[config.mk]
export PLATFORM = sky130hd
export DESIGN_NAME = timing_signal_pin_select
export DESIGN_NICKNAME = d
export VERILOG_FILES = /design/src/timing_pin_pkg.sv /design/src/pin_drive_stage.sv /design/src/timing_signal_pin_select.sv
export SDC_FILE = /design/constraint.sdc
export NUM_CORES = 1
export LEC_CHECK = 0
export ABC_AREA = 1
export BUFFER_PORTS_ARGS = -buffer_cell sky130_fd_sc_hd__buf_2
export CORE_ASPECT_RATIO = 1.25
export CORE_UTILIZATION = 40
export DETAILED_ROUTE_END_ITERATION = 8
export GPL_ROUTABILITY_DRIVEN = 0
export MAX_ROUTING_LAYER = met4
export PLACE_DENSITY = 0.66
export SLEW_MARGIN = 10
export SYNTH_ARGS = -nofsm -noshare
export SYNTH_HDL_FRONTEND = slang
export SYNTH_SLANG_ARGS = --single-unit
[constraint.sdc]
create_clock -name sys_clk -period 3.25 [get_ports sys_clk]
set_input_delay 0.4875 -clock sys_clk [delete_from_list [all_inputs] [get_ports sys_clk]]
set_output_delay 0.4875 -clock sys_clk [all_outputs]
set_load 0.01 [all_outputs]
[src/timing_pin_pkg.sv]
package timing_pin_pkg;

  // ==========================================================
  // Register indices (byte address is four times the index)
  // ==========================================================
  localparam logic [7:0] IDX_PIN_CFG = 8'h02;
  localparam logic [7:0] IDX_SEL_CTRL = 8'h0B;
  localparam logic [7:0] IDX_PIN1_ENA = 8'h4F;
  localparam logic [7:0] IDX_STATUS = 8'h70;
  localparam logic [7:0] IDX_MASK = 8'h71;
  localparam logic [7:0] IDX_STATE = 8'h72;

  // ==========================================================
  // Field positions
  // ==========================================================
  localparam int SEL0_LSB = 0;
  localparam int SEL1_LSB = 8;
  localparam int SEL_W = 5;
  localparam int CFG0_POL = 0;
  localparam int CFG0_OD = 1;
  localparam int CFG0_ENA = 2;
  localparam int CFG1_POL = 8;
  localparam int CFG1_OD = 9;
  localparam int PIN1_ENA_BIT = 6;
  localparam int EVT_W = 4;
  localparam int EVT_DATA_A = 0;
  localparam int EVT_DATA_B = 1;
  localparam int EVT_SAMPLE = 2;
  localparam int EVT_HALF = 3;

  // ==========================================================
  // Reset values
  // ==========================================================
  localparam logic [15:0] SEL_CTRL_RST = 16'h0000;
  localparam logic [15:0] PIN_CFG_RST = 16'h0000;
  localparam logic PIN1_ENA_RST = 1'h0;
  localparam logic [EVT_W-1:0] MASK_RST = 4'h0;

  // ==========================================================
  // Source selector codes
  // ==========================================================
  localparam logic [4:0] SRC_IRQ = 5'h01;
  localparam logic [4:0] SRC_SAMPLE = 5'h02;
  localparam logic [4:0] SRC_LED_A = 5'h05;
  localparam logic [4:0] SRC_LED_B = 5'h06;
  localparam logic [4:0] SRC_LED_AB = 5'h07;
  localparam logic [4:0] SRC_DATA_A = 5'h0C;
  localparam logic [4:0] SRC_DATA_B = 5'h0D;
  localparam logic [4:0] SRC_DATA_AB = 5'h0E;
  localparam logic [4:0] SRC_HALF = 5'h0F;
  localparam logic [4:0] SRC_ZERO = 5'h10;
  localparam logic [4:0] SRC_ONE = 5'h11;
  localparam logic [4:0] SRC_OSC = 5'h13;

  // ==========================================================
  // Carriers
  // ==========================================================
  typedef struct packed {
    logic ledA;
    logic ledB;
    logic dataA;
    logic dataB;
    logic sampleStart;
    logic sampleEnd;
    logic sampleDone;
  } timing_in_t;

  typedef struct packed {
    logic enable;
    logic openDrain;
    logic activeLow;
  } pin_cfg_t;

endpackage : timing_pin_pkg

[src/pin_drive_stage.sv]
`timescale 1ns/100ps
module pin_drive_stage (
  // Clock and reset
  input wire logic sys_clk,
  input wire logic rst,
  // Selection
  input wire logic [31:0] srcVec,
  input wire logic [4:0] sel,
  input wire timing_pin_pkg::pin_cfg_t cfg,
  // Pin
  output logic pinOut,
  output logic pinOe
);

  // ==========================================================
  // Selection and drive
  // ==========================================================
  // Codes with no source read zero, so the pin rests inactive
  wire logic raw = srcVec[sel]; // see RULE15
  wire logic out_d = raw ^ cfg.activeLow; // see RULE14
  wire logic oe_d = cfg.enable & (~cfg.openDrain | raw); // see RULE14

  always_ff @(posedge sys_clk or posedge rst) begin
    if (rst) begin
      pinOut <= 1'h0;
      pinOe <= 1'h0;
    end else begin
      pinOut <= out_d; // see RULE15
      pinOe <= oe_d;
    end
  end

endmodule : pin_drive_stage

[src/timing_signal_pin_select.sv]
`timescale 1ns/100ps
// What this block does
// RULE1: two independent five-bit selectors in the timing control register
// RULE2: code 05h drives a copy of first-slot LED pulses
// RULE3: code 06h second-slot LED pulses, 07h both slots' pulses
// RULE4: codes 0Ch, 0Dh, 0Eh give data-written for slot A, B, either
// RULE5: data-written rises at slot end, falls when next sample begins
// RULE6: code 0Fh gives a signal toggling once per sample
// RULE7: half-rate signal starts low on entering normal mode
// RULE8: code 10h forces a constant low
// RULE9: code 11h forces a constant high
// RULE10: code 13h copies the 32 kHz oscillator
// RULE11: bits 12:8 steer pin 1, bits 4:0 steer pin 0
// RULE12: code 01h routes the interrupt output to the pin
// RULE13: code 02h marks first enabled slot start to last slot end
// RULE14: per-pin polarity bit and always-drive or drive-when-asserted bit
// RULE15: undefined codes give inactive level; new code acts next edge
module timing_signal_pin_select #(
  parameter int ADDR_W = 9
) (
  // Clock and reset
  input wire logic sys_clk,
  input wire logic rst,
  // Avalon-MM slave, byte address
  input wire logic [ADDR_W-1:0] address,
  input wire logic read,
  input wire logic write,
  input wire logic [31:0] writedata,
  input wire logic [3:0] byteenable,
  output logic [31:0] readdata,
  output logic waitrequest,
  // Timing core, same clock
  input wire timing_pin_pkg::timing_in_t timing,
  input wire logic intLevel,
  input wire logic normalMode,
  // 32 kHz oscillator, asynchronous
  input wire logic osc32k,
  // Output pins
  input wire logic [1:0] pinIn,
  output logic [1:0] pinOut,
  output logic [1:0] pinOe,
  // Interrupt
  output logic irq
);

  // ==========================================================
  // Elaboration checks
  // ==========================================================
  if (ADDR_W < 9 || ADDR_W > 16) begin : g_bad_addr
    $error("ADDR_W must lie between 9 and 16");
  end

  // ==========================================================
  // Helpers
  // ==========================================================
  function automatic logic hit(input logic [ADDR_W-1:0] a,
                               input logic [7:0] idx);
    logic [ADDR_W-1:0] b;
    b = ADDR_W'({idx, 2'b00});
    hit = (a == b);
  endfunction : hit

  function automatic logic [15:0] merge(input logic [15:0] old,
                                        input logic [31:0] wd,
                                        input logic [3:0] be);
    logic [15:0] r;
    r = old;
    if (be[0]) begin
      r[7:0] = wd[7:0];
    end
    if (be[1]) begin
      r[15:8] = wd[15:8];
    end
    merge = r;
  endfunction : merge

  // ==========================================================
  // Bus handshake
  // ==========================================================
  logic wait_q;
  wire logic req = read | write;
  wire logic accept = req & ~wait_q;
  wire logic wrAcc = write & ~wait_q;
  wire logic rdAcc = read & ~wait_q;

  // One cycle of wait, then the request completes
  always_ff @(posedge sys_clk or posedge rst) begin
    if (rst) begin
      wait_q <= 1'h1;
    end else if (accept) begin
      wait_q <= 1'h1;
    end else if (req) begin
      wait_q <= 1'h0;
    end
  end

  assign waitrequest = wait_q;

  wire logic hitCfg = hit(address, timing_pin_pkg::IDX_PIN_CFG);
  wire logic hitSel = hit(address, timing_pin_pkg::IDX_SEL_CTRL);
  wire logic hitEna = hit(address, timing_pin_pkg::IDX_PIN1_ENA);
  wire logic hitSts = hit(address, timing_pin_pkg::IDX_STATUS);
  wire logic hitMsk = hit(address, timing_pin_pkg::IDX_MASK);
  wire logic hitSta = hit(address, timing_pin_pkg::IDX_STATE);

  // ==========================================================
  // Software registers
  // ==========================================================
  logic [15:0] selCtrl_q;
  logic [15:0] pinCfg_q;
  logic pin1Ena_q;
  logic [timing_pin_pkg::EVT_W-1:0] mask_q;

  wire logic [15:0] selCtrl_d = merge(selCtrl_q, writedata, byteenable);
  wire logic [15:0] pinCfg_d = merge(pinCfg_q, writedata, byteenable);

  always_ff @(posedge sys_clk or posedge rst) begin
    if (rst) begin
      selCtrl_q <= timing_pin_pkg::SEL_CTRL_RST;
      pinCfg_q <= timing_pin_pkg::PIN_CFG_RST;
      pin1Ena_q <= timing_pin_pkg::PIN1_ENA_RST;
      mask_q <= timing_pin_pkg::MASK_RST;
    end else if (wrAcc) begin
      if (hitSel) begin
        selCtrl_q <= selCtrl_d; // see RULE1
      end
      if (hitCfg) begin
        pinCfg_q <= pinCfg_d;
      end
      if (hitEna && byteenable[0]) begin
        pin1Ena_q <= writedata[timing_pin_pkg::PIN1_ENA_BIT];
      end
      if (hitMsk && byteenable[0]) begin
        mask_q <= writedata[timing_pin_pkg::EVT_W-1:0];
      end
    end
  end

  // ==========================================================
  // Field extraction
  // ==========================================================
  localparam int S0 = timing_pin_pkg::SEL0_LSB;
  localparam int S1 = timing_pin_pkg::SEL1_LSB;
  localparam int SW = timing_pin_pkg::SEL_W;

  wire logic [SW-1:0] sel0 = selCtrl_q[S0 +: SW]; // see RULE11
  wire logic [SW-1:0] sel1 = selCtrl_q[S1 +: SW]; // see RULE11
  wire logic [15:0] selRead = {3'h0, sel1, 3'h0, sel0};

  timing_pin_pkg::pin_cfg_t cfg0;
  timing_pin_pkg::pin_cfg_t cfg1;

  // Independent polarity and drive mode for each pin
  assign cfg0.enable = pinCfg_q[timing_pin_pkg::CFG0_ENA];
  assign cfg0.openDrain = pinCfg_q[timing_pin_pkg::CFG0_OD]; // see RULE14
  assign cfg0.activeLow = pinCfg_q[timing_pin_pkg::CFG0_POL]; // see RULE14
  assign cfg1.enable = pin1Ena_q;
  assign cfg1.openDrain = pinCfg_q[timing_pin_pkg::CFG1_OD]; // see RULE14
  assign cfg1.activeLow = pinCfg_q[timing_pin_pkg::CFG1_POL]; // see RULE14

  wire logic [15:0] cfgMaskBits =
    (16'h0001 << timing_pin_pkg::CFG0_POL) |
    (16'h0001 << timing_pin_pkg::CFG0_OD) |
    (16'h0001 << timing_pin_pkg::CFG0_ENA) |
    (16'h0001 << timing_pin_pkg::CFG1_POL) |
    (16'h0001 << timing_pin_pkg::CFG1_OD);
  wire logic [15:0] cfgRead = pinCfg_q & cfgMaskBits;

  // ==========================================================
  // Synchronisers for asynchronous inputs
  // ==========================================================
  logic oscMeta_q;
  logic oscSync_q;
  logic [1:0] pinMeta_q;
  logic [1:0] pinSync_q;

  always_ff @(posedge sys_clk or posedge rst) begin
    if (rst) begin
      oscMeta_q <= 1'h0;
      oscSync_q <= 1'h0;
      pinMeta_q <= 2'h0;
      pinSync_q <= 2'h0;
    end else begin
      oscMeta_q <= osc32k;
      oscSync_q <= oscMeta_q;
      pinMeta_q <= pinIn;
      pinSync_q <= pinMeta_q;
    end
  end

  // ==========================================================
  // Derived timing signals
  // ==========================================================
  logic dataA_q;
  logic dataB_q;
  logic sampleAct_q;
  logic halfRate_q;
  logic normalPrev_q;

  wire logic enterNormal = normalMode & ~normalPrev_q;

  // Set wins so a slot end in the start cycle is kept
  wire logic dataA_d = timing.dataA |
                       (dataA_q & ~timing.sampleStart); // see RULE5
  wire logic dataB_d = timing.dataB |
                       (dataB_q & ~timing.sampleStart); // see RULE5
  wire logic sampleAct_d = timing.sampleStart |
                           (sampleAct_q & ~timing.sampleEnd); // see RULE13

  logic halfRate_d;
  always_comb begin
    halfRate_d = halfRate_q;
    if (enterNormal) begin
      halfRate_d = 1'h0; // see RULE7
    end else if (normalMode && timing.sampleDone) begin
      halfRate_d = ~halfRate_q; // see RULE6
    end
  end

  always_ff @(posedge sys_clk or posedge rst) begin
    if (rst) begin
      dataA_q <= 1'h0;
      dataB_q <= 1'h0;
      sampleAct_q <= 1'h0;
      halfRate_q <= 1'h0;
      normalPrev_q <= 1'h0;
    end else begin
      dataA_q <= dataA_d;
      dataB_q <= dataB_d;
      sampleAct_q <= sampleAct_d;
      halfRate_q <= halfRate_d;
      normalPrev_q <= normalMode;
    end
  end

  // ==========================================================
  // Source table, indexed by selector code
  // ==========================================================
  logic [31:0] srcVec;
  always_comb begin
    srcVec = 32'h0000_0000;
    srcVec[timing_pin_pkg::SRC_IRQ] = intLevel; // see RULE12
    srcVec[timing_pin_pkg::SRC_SAMPLE] = sampleAct_q; // see RULE13
    srcVec[timing_pin_pkg::SRC_LED_A] = timing.ledA; // see RULE2
    srcVec[timing_pin_pkg::SRC_LED_B] = timing.ledB; // see RULE3
    srcVec[timing_pin_pkg::SRC_LED_AB] =
      timing.ledA | timing.ledB; // see RULE3
    srcVec[timing_pin_pkg::SRC_DATA_A] = dataA_q; // see RULE4
    srcVec[timing_pin_pkg::SRC_DATA_B] = dataB_q; // see RULE4
    srcVec[timing_pin_pkg::SRC_DATA_AB] = dataA_q | dataB_q; // see RULE4
    srcVec[timing_pin_pkg::SRC_HALF] = halfRate_q; // see RULE6
    srcVec[timing_pin_pkg::SRC_ZERO] = 1'h0; // see RULE8
    srcVec[timing_pin_pkg::SRC_ONE] = 1'h1; // see RULE9
    srcVec[timing_pin_pkg::SRC_OSC] = oscSync_q; // see RULE10
  end

  // ==========================================================
  // Pin stages
  // ==========================================================
  wire logic [SW-1:0] selArr [2];
  timing_pin_pkg::pin_cfg_t cfgArr [2];
  assign selArr[0] = sel0;
  assign selArr[1] = sel1;
  assign cfgArr[0] = cfg0;
  assign cfgArr[1] = cfg1;

  for (genvar p = 0; p < 2; p++) begin : g_pin
    pin_drive_stage u_stage (
      .sys_clk(sys_clk),
      .rst(rst),
      .srcVec(srcVec),
      .sel(selArr[p]), // see RULE1
      .cfg(cfgArr[p]),
      .pinOut(pinOut[p]),
      .pinOe(pinOe[p])
    );
  end

  // ==========================================================
  // Event status and interrupt
  // ==========================================================
  logic [timing_pin_pkg::EVT_W-1:0] status_q;
  logic [timing_pin_pkg::EVT_W-1:0] evt;

  always_comb begin
    evt = '0;
    evt[timing_pin_pkg::EVT_DATA_A] = timing.dataA;
    evt[timing_pin_pkg::EVT_DATA_B] = timing.dataB;
    evt[timing_pin_pkg::EVT_SAMPLE] = timing.sampleDone;
    evt[timing_pin_pkg::EVT_HALF] = halfRate_d ^ halfRate_q;
  end

  wire logic stsClr = rdAcc & hitSts;
  // Only bits already reported are cleared, so a late event survives
  wire logic [timing_pin_pkg::EVT_W-1:0] stsTaken =
    {timing_pin_pkg::EVT_W{stsClr}} & readdata[timing_pin_pkg::EVT_W-1:0];
  wire logic [timing_pin_pkg::EVT_W-1:0] status_d =
    evt | (status_q & ~stsTaken);
  wire logic irq_d = |(status_d & mask_q);

  always_ff @(posedge sys_clk or posedge rst) begin
    if (rst) begin
      status_q <= '0;
      irq <= 1'h0;
    end else begin
      status_q <= status_d;
      irq <= irq_d;
    end
  end

  // ==========================================================
  // Read data
  // ==========================================================
  wire logic [15:0] stateRead = {
    10'h000, pinSync_q, halfRate_q, sampleAct_q, dataB_q, dataA_q
  };

  logic [31:0] rdMux;
  always_comb begin
    rdMux = 32'h0000_0000;
    if (hitSel) begin
      rdMux[15:0] = selRead;
    end else if (hitCfg) begin
      rdMux[15:0] = cfgRead;
    end else if (hitEna) begin
      rdMux[timing_pin_pkg::PIN1_ENA_BIT] = pin1Ena_q;
    end else if (hitSts) begin
      rdMux[timing_pin_pkg::EVT_W-1:0] = status_q;
    end else if (hitMsk) begin
      rdMux[timing_pin_pkg::EVT_W-1:0] = mask_q;
    end else if (hitSta) begin
      rdMux[15:0] = stateRead;
    end
  end

  // Loaded as waitrequest falls so data stands at the accept edge
  always_ff @(posedge sys_clk or posedge rst) begin
    if (rst) begin
      readdata <= 32'h0000_0000;
    end else if (read && wait_q) begin
      readdata <= rdMux;
    end
  end

endmodule : timing_signal_pin_select

; After elaboration in Yosys (flattened, before gate mapping)
; Index checks and enable logic that the tools add are counted.
[totals]
reg_bits = 57
inputBits = 61
out_inout_bits = 38
word_cells = 94
[op_classes]
n_lt_le_gt_ge = 2
eq_ne = 6
muxes = 18
bitwise = 33
n_reduce_logical = 12
[op_table]
columns = cell, count
row1 = $eq A9 B9 Y1 const B, 4
row2 = $mux W16, 2
row3 = $and A4 B4 Y4, 3
row4 = $lt A5 B6 Y1 const B, 2
row5 = $mux W6, 2
row6 = $reduce_and A3 Y1, 4
row7 = $and A1 B1 Y1, 10
row8 = $bmux W1 S5, 2
row9 = $eq A9 B4 Y1 const B, 1
row10 = $eq A9 B6 Y1 const B, 1
row11 = $mux W9, 1
row12 = $mux W4, 2
row13 = $or A1 B1 Y1, 8
row14 = $mux W1, 7
row15 = $not A1 Y1, 7
row16 = $logic_and A1 B1 Y1, 4
row17 = $mux W2, 2
row18 = $not A4 Y4, 1
row19 = $or A4 B4 Y4, 1
row20 = $reduce_and A2 Y1, 2
row21 = $reduce_or A4 Y1, 1
row22 = $xor A1 B1 Y1, 3
row23 = $reduce_bool A2 Y1, 1

; Logic depth before layout (Yosys ltp)
[depth]
depth_word = 9
mapped_depth = 11

; Cells and area by module
; From an unflattened synthesis, not the netlist that was laid out.
[unflattened]
hier_cells = 476
hier_area_um2 = 3329.4
[modules_own_cells]
columns = mod, n_inst, cells_each, area_each_um2, seq_area_each_um2
row1 = timing_signal_pin_select, 1, 308, 2446.1, 1227.4
row2 = pin_drive_stage, 2, 84, 441.7, 50.0

; Worst setup path after synthesis
; No wires, ideal clock.
[synth_path]
path_type = input-to-reg
from = in address[1]
to = reg readdata[1]
setup_time_ns = 0.116
arrival_time_ns = 1.244
required_ns = 3.134
path_slack_ns = 1.889
cell_stages = 9
path_buffers = 1
cell_sequence = nor2_2 -> nand4_1 -> nor2_2 -> nand2_2 -> buf_6 -> o21ai_1 -> inv_1 -> nand2_1 -> nand2_1
[synth_between]
elab_chain_cells = 7
word_cells_on_any_way = 12
[synth_lines]
columns = element, line
row1 = start: declaration, timing_signal_pin_select.sv:25  ; input wire logic [ADDR_W-1:0] address,
row2 = $eq A9 B9 Y1, timing_signal_pin_select.sv:60  ; hit = (a == b);
row3 = $mux W6, timing_signal_pin_select.sv:331  ; end else if (hitSta) begin
row4 = $mux W4, timing_signal_pin_select.sv:329  ; end else if (hitMsk) begin
row5 = $mux W4, timing_signal_pin_select.sv:327  ; end else if (hitSts) begin
row6 = $mux W6, timing_signal_pin_select.sv:325  ; end else if (hitEna) begin
row7 = $mux W16, timing_signal_pin_select.sv:323  ; end else if (hitCfg) begin
row8 = $mux W16 *, timing_signal_pin_select.sv:321  ; if (hitSel) begin
row9 = end signal: assignment, timing_signal_pin_select.sv:341  ; readdata <= rdMux;
row10 = end: declaration, timing_signal_pin_select.sv:30  ; output logic [31:0] readdata,
; Mark *: on every way between the ends. The rest lies on a longest branch, timed or not.
; A chain may end at the register's enable or synchronous reset.

; Worst setup path after layout
[layout_path]
from = reg wait_q (netlist: waitrequest)
to = reg readdata[3]
[layout_between]
elab_chain_cells = 1
[layout_lines]
columns = element, line
row1 = start: declaration, timing_signal_pin_select.sv:80  ; logic wait_q;
row2 = start signal: assignment, timing_signal_pin_select.sv:89  ; wait_q <= 1'h1;
row3 = start signal: assignment, timing_signal_pin_select.sv:91  ; wait_q <= 1'h1;
row4 = start signal: assignment, timing_signal_pin_select.sv:93  ; wait_q <= 1'h0;
row5 = $logic_and A1 B1 Y1, timing_signal_pin_select.sv:340  ; end else if (read && wait_q) begin
; No other way between the ends.

==> out/metrics.csv <==
stage,metric,value,unit
pwr,combPwrFrac,0.111,
die,die_h,95.88,um
detailed_routing,vias_per_cell,4.641,
critical_path,critPathCaptureType,flop,
critical_path,path_common_cell,nor2_1,
clock_tree,ctsHoldBuffers,0,
clock_tree,cts-root-buf,clkbuf_8,
yosys,synth-edff-count,0,
detailed_routing,num_vias,2376,
critical_path,cp_slowest_cell,dfstp_2,
timing,fmax,586.5,MHz
clock_tree,clkSlewWorstSetupHoldPaths,100,ps
placement,placed_cells,504,
cells_and_area,drive_gt1_frac,0.2000,
critical_path,required,3460,ps
clock_tree,numCtsBuffers,5,
job,drv_cap,0,
timing,fin_crit_sh,0.5246,
clock_tree,cts_max_path_buffers,2,
clock_tree,cts_resized,0,
timing,finalHoldViolCount,0,
die,ioPinCount,99,
timing,slew_viol_final,0,
timing,slew_headroom,0.5121,
yosys,ys_async_sr_fraction,1.000,
yosys,synthCells,369,
grt,grt_max_degree,36,
yosys,ys_types,30,
timing,finalCriticalPeriod,1705,ps
timing,tns,0,ps
hold_path,hp-start,pinIn[1],
critical_path,worstPathArrival,1920,ps
grt,grt_pass1_wl,10210,um
detailed_routing,firstDrtPassIters,4,
detailed_routing,routed_wirelength,6059,um
pwr,switching_share,0.2585,
die,row_count,33,
clock_tree,numClockSinks,53,
grt,grt_pass1_vias,2242,
critical_path,setup.worst_path.start_class,flop,
pwr,switchingPower,0.0003371,W
timing,fin_skew,6.106,ps
pwr,p_clk_frac,0.348,
cells_and_area,fin_nets,485,
yosys,syn_area_per_cell,7.643,um2
cells_and_area,diodes,0,
critical_path,path_cells,nand2_1 > inv_1 > o21ai_1 > nor2_1 > nor2_1,
placement,io_buffer_count,55,
clock_tree,insertion_delay,310,ps
critical_path,max_stage_delay,570,ps
cells_and_area,synthToLayoutAreaGrowth,13.27,%
timing,tightest_slew,730.8,ps
placement,dp_hpwl,4750,um
pwr,p_seq_frac,0.540,
hold_path,hp-class,in -> reg,
detailed_routing,drtIter0Drc,168,
pwr,ir_worst_vdd,0.0002099,V
detailed_routing,drtAntennaViolNets,0,
critical_path,path_class,reg -> reg,
die,core,0.006689,mm2
yosys,synth_seq_cells,53,
outcome,outcome,finished clean,
critical_path,reg2reg_from,waitrequest,
clock_tree,postCtsSetupBuffers,0,
yosys,synth_area,0.002820,mm2
grt,overflow,0,
detailed_routing,drcViolationCount,0,
die,die_w,77.10,um
critical_path,crit_path_start,waitrequest,
yosys,synth_ff_type,dfrtp_1,
pwr,p_int,0.0009669,W
timing,setup_viol,0,
clock_tree,cts_max_level,2,
die,die_area,0.007392,mm2
critical_path,worstPathMaxFanout,14,
yosys,ys_warn_count,0,
pwr,leakage,1.763,nW
grt,antenna_found_initial,0,
detailed_routing,wl_per_cell,11.83,um
clock_tree,cts_tree,yes,
yosys,yosysSeqAreaShare,0.4707,
grt,grt_usage,0.1864,
timing,rsz0062_at_grt,no,
pwr,power_density,408.2,mW/mm2
cells_and_area,instances_no_fill,512,
die,initial_core_util,0.4216,
cells in the final DEF, fill, tap and decap left out, types with 5 or more instances in the layout:
cell / synthesis / layout
a21oi_1: 9 / 9
buf_2: 1 / 55
clkbuf_8: 0 / 5
conb_1: 1 / 20
dfrtp_1: 52 / 52
inv_1: 58 / 57
nand2_1: 102 / 102
nand3_1: 21 / 21
nor2_1: 28 / 28
o21ai_0: 22 / 22
o21ai_1: 10 / 10
flip-flops by register name (all words and copies together), names as in the netlist, 2 cells and up:
register	count
g_pin.u_stage.pinOe	2
g_pin.u_stage.pinOut	2
mask_q	4
pinCfg_q	5
pinMeta_q	2
pinSync_q	2
readdata	12
selCtrl_q	10
status_q	4
synth_stat cells, types with 3 or more instances:
cell type	instances	area share
inv_1	58	0.077
a31oi_1	3	0.0067
a21oi_1	9	0.016
buf_4	24	0.064
nand4_1	3	0.0067
nor2_1	28	0.037
nor2_2	4	0.0089
o22ai_1	3	0.0067
dfrtp_1	52	0.46
o21ai_0	22	0.039
o31ai_1	3	0.0080
nand2_2	4	0.0089
nand3_1	21	0.037
nand2_1	102	0.14
inv_2	3	0.0040
o21ai_1	10	0.018
nand3_2	3	0.011
worst max-delay path, delay by kind of cell (launching register included):
family | cells | cell delay [ps]
buffers and inverters | 1 | 430
AO/OA/AOI/OAI | 1 | 170
AND/OR/NAND/NOR | 3 | 440
flip-flops | 1 | 570
path summary, 6_finish.rpt:
kind,end,slack [ps],cells past startpoint
max,readdata[3],1550,5
min in group asynchronous,g_pin[0].u_stage.pinOe,290,2
min reg2reg,pinSync_q[0],350,0
max in group asynchronous,waitrequest,2170,3
min,pinMeta_q[1],270,1
max reg2reg,readdata[3],1550,5
final cells by class:
cell class	count	area [um2]
multi-input cells	246	1130
inverters	62	234.0
clock buffers	6	72.57
clock inverters	2	38.79
well taps	87	108.9
flip-flops and latches	53	1328
repair buffers	56	282.8
fillers	689	3495
kinds of logic after synthesis:
logic type      synth area share
flops                     0.4707
simple gates              0.2684
other cells             0.001330
buf+inv                   0.1539
compound gates            0.1020
mux                     0.003549
power by group through the flow:
stage | clock network (W) | registers [W] | logic (W)
3_3_place_gp | 0 | 0.000716 | 0.000145
5_1_grt | 0.000490 | 0.000708 | 0.000167
6_report | 0.000454 | 0.000705 | 0.000145
4_1_cts | 0.000465 | 0.000704 | 0.000148
3_5_place_dp | 0 | 0.000717 | 0.000147
2_1_floorplan | 0 | 0.000719 | 0.0000994
stage by stage:
step	area (um2)	power, W	hold slack, ps	utilization	worst slack, ps
after CTS	3194	0.001317	264.4	0.4776	1532
final	3194	0.001304	274.9	0.4776	1545
after global routing	3194	0.001365	263.7	0.4776	1394
after detailed placement	3083	0.0008644	335.6	0.4609	1510
after floorplan	2892	0.0008179	331.2	-	1478
after global placement	3083	0.0008613	336.0	0.4609	1497
layer usage:
| layer | GRT usage | share of wire |
|---|---|---|
| met4 | 0.09591 | 0.028 |
| met2 | 0.3110 | 0.48 |
| met1 | 0.2202 | 0.44 |
| met5 | - | 0 |
| met3 | 0.02938 | 0.046 |
Power figures use the tool's default switching activity.
